$ cat src/inc/scc_pkg.sv
// constants, types and shared decode for the channel configuration bank
package scc_pkg;

  localparam int NUM_CH = 4;
  localparam int DW     = 32;
  localparam int AW     = 32;
  localparam int IW     = 20;
  localparam int CW     = 8;

  // register indices; byte address is four times the index
  localparam logic [IW-1:0] TX_IDX_BASE = 20'h30012;
  localparam logic [IW-1:0] RX_IDX_BASE = 20'h30013;
  localparam logic [IW-1:0] CH_STRIDE   = 20'h00010;
  localparam logic [IW-1:0] CTRL_IDX    = 20'h30001;
  localparam logic [IW-1:0] STAT_IDX    = 20'h30002;

  // transmit register fields
  localparam int TX_HALF_RATE_BIT  = 0;
  localparam int TX_PWRDN_BIT      = 1;
  localparam int TX_EMPH_LO_BIT    = 2;
  localparam int TX_EMPH_HI_BIT    = 3;
  localparam int TX_HALF_SWING_BIT = 4;
  localparam int TX_RSVD_LO_BIT    = 5;
  localparam int TX_RSVD_HI_BIT    = 6;
  localparam int TX_CODING_BIT     = 7;

  // receive register fields
  localparam int RX_HALF_RATE_BIT  = 0;
  localparam int RX_PWRDN_BIT      = 1;
  localparam int RX_RSVD_BIT       = 2;
  localparam int RX_CODING_BIT     = 3;
  localparam int RX_LINK_FSM_BIT   = 4;

  localparam logic [CW-1:0] TX_RESET   = 8'h00;
  localparam logic [CW-1:0] RX_RESET   = 8'h04;
  localparam logic [CW-1:0] RX_WR_MASK = 8'h1f;

  typedef enum logic [1:0] {
    EMPH_0    = 2'b00,
    EMPH_12P5 = 2'b01,
    EMPH_25   = 2'b10
  } scc_emph_t;

  typedef enum logic [0:0] {
    WB_IDLE = 1'b0,
    WB_ACK  = 1'b1
  } scc_wb_state_t;

  function automatic scc_emph_t emph_level(input logic lo, input logic hi);
    if (lo && hi) return EMPH_25;
    if (lo || hi) return EMPH_12P5;
    return EMPH_0;
  endfunction

  function automatic logic [IW-1:0] chan_idx(input logic [IW-1:0] base, input int ch);
    return base + CH_STRIDE * IW'(ch);
  endfunction

endpackage

$ cat src/rtl/scc_wb_port.sv
// classic wishbone handshake with registered ack and read data
`timescale 1ns/1ps
`default_nettype none
module scc_wb_port (
  input  wire logic                  clk_i,
  input  wire logic                  rst_i,
  input  wire logic                  wb_cyc_i,
  input  wire logic                  wb_stb_i,
  input  wire logic                  wb_we_i,
  input  wire logic [scc_pkg::DW-1:0] rd_data_i,
  output logic                       take_o,
  output logic [scc_pkg::DW-1:0]     wb_dat_o,
  output logic                       wb_ack_o
);
  import scc_pkg::*;

  typedef struct packed {
    scc_wb_state_t st;
    logic          ack;
    logic [DW-1:0] dat;
  } scc_wb_regs_t;

  scc_wb_regs_t q_r;
  scc_wb_regs_t q_nxt;

  always_comb begin
    q_nxt  = q_r;
    take_o = 1'b0;
    case (q_r.st)
      WB_IDLE: begin
        q_nxt.ack = 1'b0;
        if (wb_cyc_i && wb_stb_i) begin
          take_o    = 1'b1;
          q_nxt.st  = WB_ACK;
          q_nxt.ack = 1'b1;
          q_nxt.dat = wb_we_i ? '0 : rd_data_i;
        end
      end
      WB_ACK: begin
        // one idle cycle so a held strobe is not taken twice
        q_nxt.st  = WB_IDLE;
        q_nxt.ack = 1'b0;
      end
      default: begin
        q_nxt.st  = WB_IDLE;
        q_nxt.ack = 1'b0;
      end
    endcase
  end

  always_ff @(posedge clk_i) begin
    if (rst_i) begin
      q_r <= '{st: WB_IDLE, ack: 1'b0, dat: '0};
    end else begin
      q_r <= q_nxt;
    end
  end

  assign wb_ack_o = q_r.ack;
  assign wb_dat_o = q_r.dat;

endmodule // scc_wb_port
`default_nettype wire

$ cat src/rtl/scc_chan_drive.sv
// registered per-channel control outputs toward the transceiver
`timescale 1ns/1ps
`default_nettype none
module scc_chan_drive (
  input  wire logic                  clk_i,
  input  wire logic                  rst_i,
  input  wire logic [scc_pkg::CW-1:0] tx_cfg_i,
  input  wire logic [scc_pkg::CW-1:0] rx_cfg_i,
  input  wire logic                  ten_gig_i,
  output logic                       tx_half_rate_o,
  output logic                       tx_power_down_o,
  output logic [1:0]                 tx_emph_level_o,
  output logic                       tx_half_swing_o,
  output logic                       tx_coding_enable_o,
  output logic                       rx_half_rate_sel_o,
  output logic                       rx_power_down_o,
  output logic                       rx_coding_enable_o,
  output logic                       rx_link_fsm_run_o
);
  import scc_pkg::*;

  typedef struct packed {
    logic      tx_hr;
    logic      tx_pd;
    scc_emph_t emph;
    logic      swing;
    logic      tx_code;
    logic      rx_hr;
    logic      rx_pd;
    logic      rx_code;
    logic      link;
  } scc_drv_regs_t;

  scc_drv_regs_t d_r;
  scc_drv_regs_t d_nxt;

  always_comb begin
    d_nxt         = d_r;
    d_nxt.tx_hr   = tx_cfg_i[TX_HALF_RATE_BIT];
    d_nxt.tx_pd   = tx_cfg_i[TX_PWRDN_BIT];
    d_nxt.emph    = emph_level(tx_cfg_i[TX_EMPH_LO_BIT],
                               tx_cfg_i[TX_EMPH_HI_BIT]);
    d_nxt.swing   = tx_cfg_i[TX_HALF_SWING_BIT];
    d_nxt.tx_code = tx_cfg_i[TX_CODING_BIT];
    d_nxt.rx_hr   = rx_cfg_i[RX_HALF_RATE_BIT];
    d_nxt.rx_pd   = rx_cfg_i[RX_PWRDN_BIT];
    d_nxt.rx_code = rx_cfg_i[RX_CODING_BIT];
    // ten gig attach mode overrides the enable
    d_nxt.link    = rx_cfg_i[RX_LINK_FSM_BIT] && !ten_gig_i;
  end

  always_ff @(posedge clk_i) begin
    if (rst_i) begin
      d_r <= '{emph: EMPH_0, default: 1'b0};
    end else begin
      d_r <= d_nxt;
    end
  end

  assign tx_half_rate_o     = d_r.tx_hr;
  assign tx_power_down_o    = d_r.tx_pd;
  assign tx_emph_level_o    = d_r.emph;
  assign tx_half_swing_o    = d_r.swing;
  assign tx_coding_enable_o = d_r.tx_code;
  assign rx_half_rate_sel_o = d_r.rx_hr;
  assign rx_power_down_o    = d_r.rx_pd;
  assign rx_coding_enable_o = d_r.rx_code;
  assign rx_link_fsm_run_o  = d_r.link;

endmodule // scc_chan_drive
`default_nettype wire

$ cat src/rtl/scc_top.sv
// channel configuration register bank behind a classic wishbone slave
//
// The Wishbone register port and the register addresses were left to the implementer.
`timescale 1ns/1ps
`default_nettype none

// What this block does
// - transmit power-down bit powers transmitter down, resets zero
// - emphasis bits: none 0%, one 12.5%, both 25%
// - half swing bit halves output swing, resets zero
// - transmit coding bit selects encoder, resets zero
// - receive coding bit selects decoder, resets zero
// - link fsm bit runs receive link machine
// - ten gig attach mode overrides link enable
// - transmit reserved bits reset zero and take whatever value a write stores
module scc_top (
  input  wire logic                         clk_i,
  input  wire logic                         rst_i,
  input  wire logic                         wb_cyc_i,
  input  wire logic                         wb_stb_i,
  input  wire logic                         wb_we_i,
  input  wire logic [scc_pkg::AW-1:0]       wb_adr_i,
  input  wire logic [3:0]                   wb_sel_i,
  input  wire logic [scc_pkg::DW-1:0]       wb_dat_i,
  output logic [scc_pkg::DW-1:0]            wb_dat_o,
  output logic                              wb_ack_o,
  output logic [scc_pkg::NUM_CH-1:0]        tx_half_rate_o,
  output logic [scc_pkg::NUM_CH-1:0]        tx_power_down_o,
  output logic [2*scc_pkg::NUM_CH-1:0]      tx_emph_level_o,
  output logic [scc_pkg::NUM_CH-1:0]        tx_half_swing_o,
  output logic [scc_pkg::NUM_CH-1:0]        tx_coding_enable_o,
  output logic [scc_pkg::NUM_CH-1:0]        rx_half_rate_sel_o,
  output logic [scc_pkg::NUM_CH-1:0]        rx_power_down_o,
  output logic [scc_pkg::NUM_CH-1:0]        rx_coding_enable_o,
  output logic [scc_pkg::NUM_CH-1:0]        rx_link_fsm_run_o,
  output logic [scc_pkg::NUM_CH-1:0]        ten_gig_attach_select_o
);
  import scc_pkg::*;

  typedef struct packed {
    logic [NUM_CH-1:0][CW-1:0] tx_cfg;
    logic [NUM_CH-1:0][CW-1:0] rx_cfg;
    logic [NUM_CH-1:0]         ten_gig;
  } scc_cfg_regs_t;

  localparam scc_cfg_regs_t S_RST = '{
    tx_cfg:  {NUM_CH{TX_RESET}},
    rx_cfg:  {NUM_CH{RX_RESET}},
    ten_gig: '0
  };

  scc_cfg_regs_t s_r;
  scc_cfg_regs_t s_nxt;

  logic          take;
  logic          adr_ok;
  logic [IW-1:0] idx;
  logic          wr;
  logic [DW-1:0] rd_data;

  // word index and upper-bit check for the decode
  assign idx    = wb_adr_i[IW+1:2];
  assign adr_ok = (wb_adr_i[AW-1:IW+2] == '0);
  // only byte lane 0 carries the eight configuration bits
  assign wr     = take && wb_we_i && wb_sel_i[0] && adr_ok;

  scc_wb_port u_wb (
    .clk_i     (clk_i),
    .rst_i     (rst_i),
    .wb_cyc_i  (wb_cyc_i),
    .wb_stb_i  (wb_stb_i),
    .wb_we_i   (wb_we_i),
    .rd_data_i (rd_data),
    .take_o    (take),
    .wb_dat_o  (wb_dat_o),
    .wb_ack_o  (wb_ack_o)
  );

  // read mux; unmapped words read zero
  always_comb begin
    rd_data = '0;
    if (adr_ok) begin
      if (idx == CTRL_IDX) begin
        rd_data[NUM_CH-1:0] = s_r.ten_gig;
      end
      if (idx == STAT_IDX) begin
        rd_data[2*NUM_CH-1:0] = {tx_power_down_o, rx_link_fsm_run_o};
      end
      for (int ch = 0; ch < NUM_CH; ch++) begin
        if (idx == chan_idx(TX_IDX_BASE, ch)) begin
          rd_data[CW-1:0] = s_r.tx_cfg[ch];
        end
        if (idx == chan_idx(RX_IDX_BASE, ch)) begin
          rd_data[CW-1:0] = s_r.rx_cfg[ch];
        end
      end
    end
  end

  // register writes; bits hold until the next write or reset
  always_comb begin
    s_nxt = s_r;
    if (wr && idx == CTRL_IDX) begin
      s_nxt.ten_gig = wb_dat_i[NUM_CH-1:0];
    end
    for (int ch = 0; ch < NUM_CH; ch++) begin
      if (wr && idx == chan_idx(TX_IDX_BASE, ch)) begin
        s_nxt.tx_cfg[ch] = wb_dat_i[CW-1:0];
      end
      if (wr && idx == chan_idx(RX_IDX_BASE, ch)) begin
        // upper receive bits are unused and read zero
        s_nxt.rx_cfg[ch] = wb_dat_i[CW-1:0] & RX_WR_MASK;
      end
    end
  end

  always_ff @(posedge clk_i) begin
    if (rst_i) begin
      // reserved receive bit comes up set
      s_r <= S_RST;
    end else begin
      s_r <= s_nxt;
    end
  end

  always_ff @(posedge clk_i) begin
    if (rst_i) begin
      ten_gig_attach_select_o <= '0;
    end else begin
      ten_gig_attach_select_o <= s_nxt.ten_gig;
    end
  end

  for (genvar g = 0; g < NUM_CH; g++) begin : g_ch
    scc_chan_drive u_drv (
      .clk_i              (clk_i),
      .rst_i              (rst_i),
      .tx_cfg_i           (s_r.tx_cfg[g]),
      .rx_cfg_i           (s_r.rx_cfg[g]),
      .ten_gig_i          (s_r.ten_gig[g]),
      .tx_half_rate_o     (tx_half_rate_o[g]),
      .tx_power_down_o    (tx_power_down_o[g]),
      .tx_emph_level_o    (tx_emph_level_o[2*g+:2]),
      .tx_half_swing_o    (tx_half_swing_o[g]),
      .tx_coding_enable_o (tx_coding_enable_o[g]),
      .rx_half_rate_sel_o (rx_half_rate_sel_o[g]),
      .rx_power_down_o    (rx_power_down_o[g]),
      .rx_coding_enable_o (rx_coding_enable_o[g]),
      .rx_link_fsm_run_o  (rx_link_fsm_run_o[g])
    );
  end

  // helper vectors of the stored fields for the checks below
  logic [NUM_CH-1:0] pd_bits;
  logic [NUM_CH-1:0] swing_bits;
  logic [NUM_CH-1:0] txc_bits;
  logic [NUM_CH-1:0] rxc_bits;
  logic [NUM_CH-1:0] link_bits;
  logic [NUM_CH-1:0] rsvd_bits;

  always_comb begin
    for (int ch = 0; ch < NUM_CH; ch++) begin
      pd_bits[ch]    = s_r.tx_cfg[ch][TX_PWRDN_BIT];
      swing_bits[ch] = s_r.tx_cfg[ch][TX_HALF_SWING_BIT];
      txc_bits[ch]   = s_r.tx_cfg[ch][TX_CODING_BIT];
      rxc_bits[ch]   = s_r.rx_cfg[ch][RX_CODING_BIT];
      link_bits[ch]  = s_r.rx_cfg[ch][RX_LINK_FSM_BIT];
      rsvd_bits[ch]  = s_r.tx_cfg[ch][TX_RSVD_LO_BIT] | s_r.tx_cfg[ch][TX_RSVD_HI_BIT];
    end
  end

  logic hit_tx0;
  logic hit_rx0;
  assign hit_tx0 = adr_ok && idx == chan_idx(TX_IDX_BASE, 0);
  assign hit_rx0 = adr_ok && idx == chan_idx(RX_IDX_BASE, 0);
endmodule // scc_top
`default_nettype wire

$ cat config.mk
export PLATFORM = sky130hd
export DESIGN_NAME = scc_top
export DESIGN_NICKNAME = d
export VERILOG_FILES = /design/src/inc/scc_pkg.sv /design/src/rtl/scc_wb_port.sv /design/src/rtl/scc_chan_drive.sv /design/src/rtl/scc_top.sv
export SDC_FILE = /design/constraint.sdc
export NUM_CORES = 1
export LEC_CHECK = 0
export ABC_AREA = 1
export ABC_CLOCK_PERIOD_IN_PS = 3790
export BUFFER_PORTS_ARGS = -buffer_cell sky130_fd_sc_hd__buf_2
export CORE_MARGIN = 2
export CORE_UTILIZATION = 35
export CTS_CLUSTER_SIZE = 12
export DETAILED_ROUTE_END_ITERATION = 8
export GPL_ROUTABILITY_DRIVEN = 0
export GPL_TIMING_DRIVEN = 0
export PLACE_DENSITY = 0.56
export SETUP_SLACK_MARGIN = 0.5
export SLEW_MARGIN = 20
export SYNTH_ARGS = -nofsm -noshare
export SYNTH_HDL_FRONTEND = slang
export SYNTH_SLANG_ARGS = --single-unit
$ cat constraint.sdc
create_clock -name clk_i -period 3.79 [get_ports clk_i]
set_input_delay 0.379 -clock clk_i [delete_from_list [all_inputs] [get_ports clk_i]]
set_output_delay 0.379 -clock clk_i [all_outputs]
set_load 0.01 [all_outputs]
==> results by stage <==
Synthesis:
- Synthesis instantiated 35 different standard cells from the library.
- Synthesis produced a netlist whose cell count is 617.
- After synthesis the cells add up to 4830 um2.
- Yosys printed 0 warnings.
- In the post-synthesis netlist, the biggest area contributors are dfxtp_1 (44%), buf_4 (9.9%), nor2_1 (7.8%).
- Summing the sequential cell areas from Yosys gives 43.5% of the chip area.
- The top-area cell type share of the netlist area is 43.5%.
- The average cell area after synthesis is 7.83 um2.
- The number of synthesized register bits is 105.
- Summed over all instances, the cell type with the most area after synthesis is dfxtp_1.

Global route:
- The number of antenna violations at the first check in global routing was 0.
- After global routing the overflow that remains totals 0.
- The overall global routing resource usage is 18.4%.
- The wire length of the first global-routing pass is 20800 um.
- The pin count of the biggest net entering global routing is 17.
- The number of global-route vias before repair is 4055.

Timing:
- The maximum clock frequency is 512 MHz.
- The post-layout minimum cycle time is 1950 ps.
- The final hold violation count is 0.
- Setup repair after global routing left no endpoint under its margin.
- The worst slew margin relative to its limit is 45.5%.
- The aggregate negative setup slack is 0 ps.
- The transition time at the pin with the least slew margin is 817 ps.
- The worst path uses 51.5% of the clock period.
- Setup violations remaining at the end of the flow were counted as 0.
- The final count of pins violating max slew is 0.
- On the final layout, the worst clock skew is 10.8 ps.

Critical path:
- In this run the critical register-to-register path is launched from u_wb.wb_ack_o.
- In this run the critical register-to-register path is captured at u_wb.wb_dat_o[5].
- The largest single stage delay on the critical path is 350 ps.
- The type of the worst setup path is register to register.
- The element type at the critical path start is a register.
- The arrival time of the worst setup path is 2240 ps.
- The kind of end point of the critical path is a register.
- In this run the register-to-register setup slack is 1840 ps.
- Among all stages on the critical path, the largest delay is contributed by or2_2.
- The number of cells traversed by the worst register-to-register path is 8.
- The data required time at the worst endpoint is 4070 ps.
- Counting stages on the worst path, the most repeated cell is nor2_1.
- Traced cell by cell, the critical path runs through nor2_2, inv_2, nor2_1, nand4_1, or2_2, nor2_1, nand2_1, a21oi_1.
- The maximum net fanout on the critical path is 10.

Routing:
- The average via count per standard cell is 4.72.
- The detailed-route via count is 4367.
- In the routed design, unresolved DRC markers number 0.
- The final wirelength is 13200 um.
- The first routing iteration left 285 violations.
- The wire length per cell is 14.2 um.
- The length of the first detailed-routing pass in iterations is 4.
- The count of nets left with antenna violations after detail routing is 0.

Pwr:
- Summed over all cells, the static leakage comes to 2.75 nW.
- For this design the ratio of total power to cell area is 376 nW/um2.
- Across the VDD grid, the largest voltage drop is 0.181 mV.

Clock tree:
- TritonCTS built the clock tree.
- The clock-pin slew on the worst setup and hold paths is 70 ps.
- The number of buffers between clock root and the deepest sink is 2.
- The number of hold-repair buffers added at the cts stage is 0.
- The number of sinks handled by clock tree synthesis is 105.
- The root buffer cell chosen for the clock tree is clkbuf_16.
- CTS built an H-tree with a depth of 3.
- The number of setup buffers added after CTS is 0.
- The clock reaches the later pin of the worst-skew pair after 350 ps.
- Clock tree synthesis inserted a total of 9 buffers.
- The number of gates resized after CTS was 0.

Worst hold path:
- The type of the worst min-delay path is input pin to register.
- Along the worst hold path, the cell count comes to 3.
- The endpoint of the worst hold path is s_r[6].
- The startpoint identified for the worst hold timing path is wb_dat_i[2].

Flow run:
- Across the run, the number of max-cap violations was 0.

Placed design:
- The placement-stage cell area is 5610 um2.
- Buffers placed on the I/O ports in this run total 95.
- Once detailed placement completed, the half-perimeter wirelength came to 9940 um.

Floorplanning:
- The die is 121 um tall.
- The die width is 121 um.
- The placeable core region is 13300 um2.
- In this run the core area contains 42 standard-cell rows.
- The initial core utilization is 36.2%.
- The floorplan step defined a die boundary enclosing 14800 um2.
- Pin placement for this block handled 150 I/O pins.

Cells and area:
- The flip-flop count of the largest register after layout is 40.
- s_r holds more flip-flops than any other register.
- The final-layout fill cell count is 1379.
- The fraction of layout instances using a drive strength above 1 is 28.8%.
- For this run, the post-layout net count is 819.
- The growth of design area from synthesis to finish is 22.8%.
- The total inserted antenna cells is 0.
- The total non-filler cell area in the finished layout is 5930 um2.

Run status:
- The run finished with clean final reports.
[report_power, final]
| part | internal [W] | total [W] | switching (W) |
|---|---|---|---|
| Combinational | 0.0000416 | 0.000122 | 0.0000799 |
| Clock | 0.000593 | 0.00101 | 0.000412 |
| Sequential | 0.00110 | 0.00110 | 0.000000227 |
[critical path, delay by kind of cell, from the launching register on]
family,cells,cell delay [ps]
compound gates,1,130
buf+inv,1,170
flops,1,310
simple gates,6,1270
[Yosys cell counts (all sizes together)]
cell type / instances
o21ai: 30
a211oi: 34
or2: 1
a21oi: 48
a32oi: 3
conb: 1
o22ai: 2
clkbuf: 10
nor4: 2
o211ai: 4
inv: 76
nand4: 12
nor3: 5
o2111ai: 3
nor2: 115
nand3b: 1
nand3: 17
buf: 67
mux2i: 1
nand2: 80
dfxtp: 105
[logic make-up (layout without fill, tap and decap cells)]
logic type | after synthesis | in the layout | synth area share [%]
AND/OR/NAND/NOR | 233 | 233 | 23.0
multiplexers | 1 | 1 | 0.207
flip-flops | 105 | 105 | 43.5
AO/OA/AOI/OAI | 124 | 124 | 16.2
other | 1 | 24 | 0.0776
buffers and inverters | 153 | 263 | 17.0
[cell usage in the layout (no fill, tap or decap), types with 2 or more instances in the layout]
cell / count
dfxtp_1: 105
nor2_1: 101
buf_2: 96
nand2_1: 76
inv_1: 69
buf_4: 64
a21oi_1: 48
o21ai_0: 30
a211oi_1: 26
conb_1: 24
nand3_1: 16
nand4_1: 11
clkbuf_1: 10
clkbuf_16: 9
a211oi_2: 8
inv_2: 7
nor2_2: 6
nor2_4: 5
o211ai_1: 4
nand2_2: 3
nor2_8: 3
nor3_2: 3
a32oi_1: 3
o2111ai_1: 3
nor3_1: 2
o22ai_1: 2
clkinv_2: 2
bufinv_16: 2
[metal layers]
layer  up-vias  track usage (%)  wire length, um
li1       2184                -                -
met1      2004             25.2             6190
met2       153             28.5             5740
met3        26             3.15              844
met4         0             8.26              379
met5         -                0                0
[final cells by class]
class                           instances  area (um2)  share of cell area [%]
Sequential cell                       105        2100                    35.5
Multi-Input combinational cell        382        1990                    33.6
Buffer                                 77         538                    9.07
Timing Repair Buffer                   95         475                    8.02
Inverter                               76         285                    4.81
Clock buffer                           10         239                    4.03
Tap cell                              176         220                    3.71
Clock inverter                          5        78.8                    1.33
[how the worst max path moves through the flow]
stage | startpoint | to
after global placement | wb_adr_i[13] | u_wb.wb_dat_o[3]
after detailed placement | wb_adr_i[13] | u_wb.wb_dat_o[3]
after floorplan | wb_adr_i[13] | u_wb.wb_dat_o[2]
final | u_wb.wb_ack_o | u_wb.wb_dat_o[5]
after global routing | u_wb.wb_ack_o | u_wb.wb_dat_o[7]
after CTS | u_wb.wb_ack_o | u_wb.wb_dat_o[5]
[stage by stage]
stage                     instances  utilization, %  power, W  hold WS (ps)  worst slack (ps)
after global routing            926            44.4   0.00231           313              1680
final                           926            44.4   0.00223           308              1840
after detailed placement        911            42.0   0.00125           446              1630
after CTS                       926            44.4   0.00225           297              1870
after global placement          911            42.0   0.00125           440              1660
after floorplan                 640               -   0.00120           417              2070
Note: power is estimated with default switching activity, not from simulation.
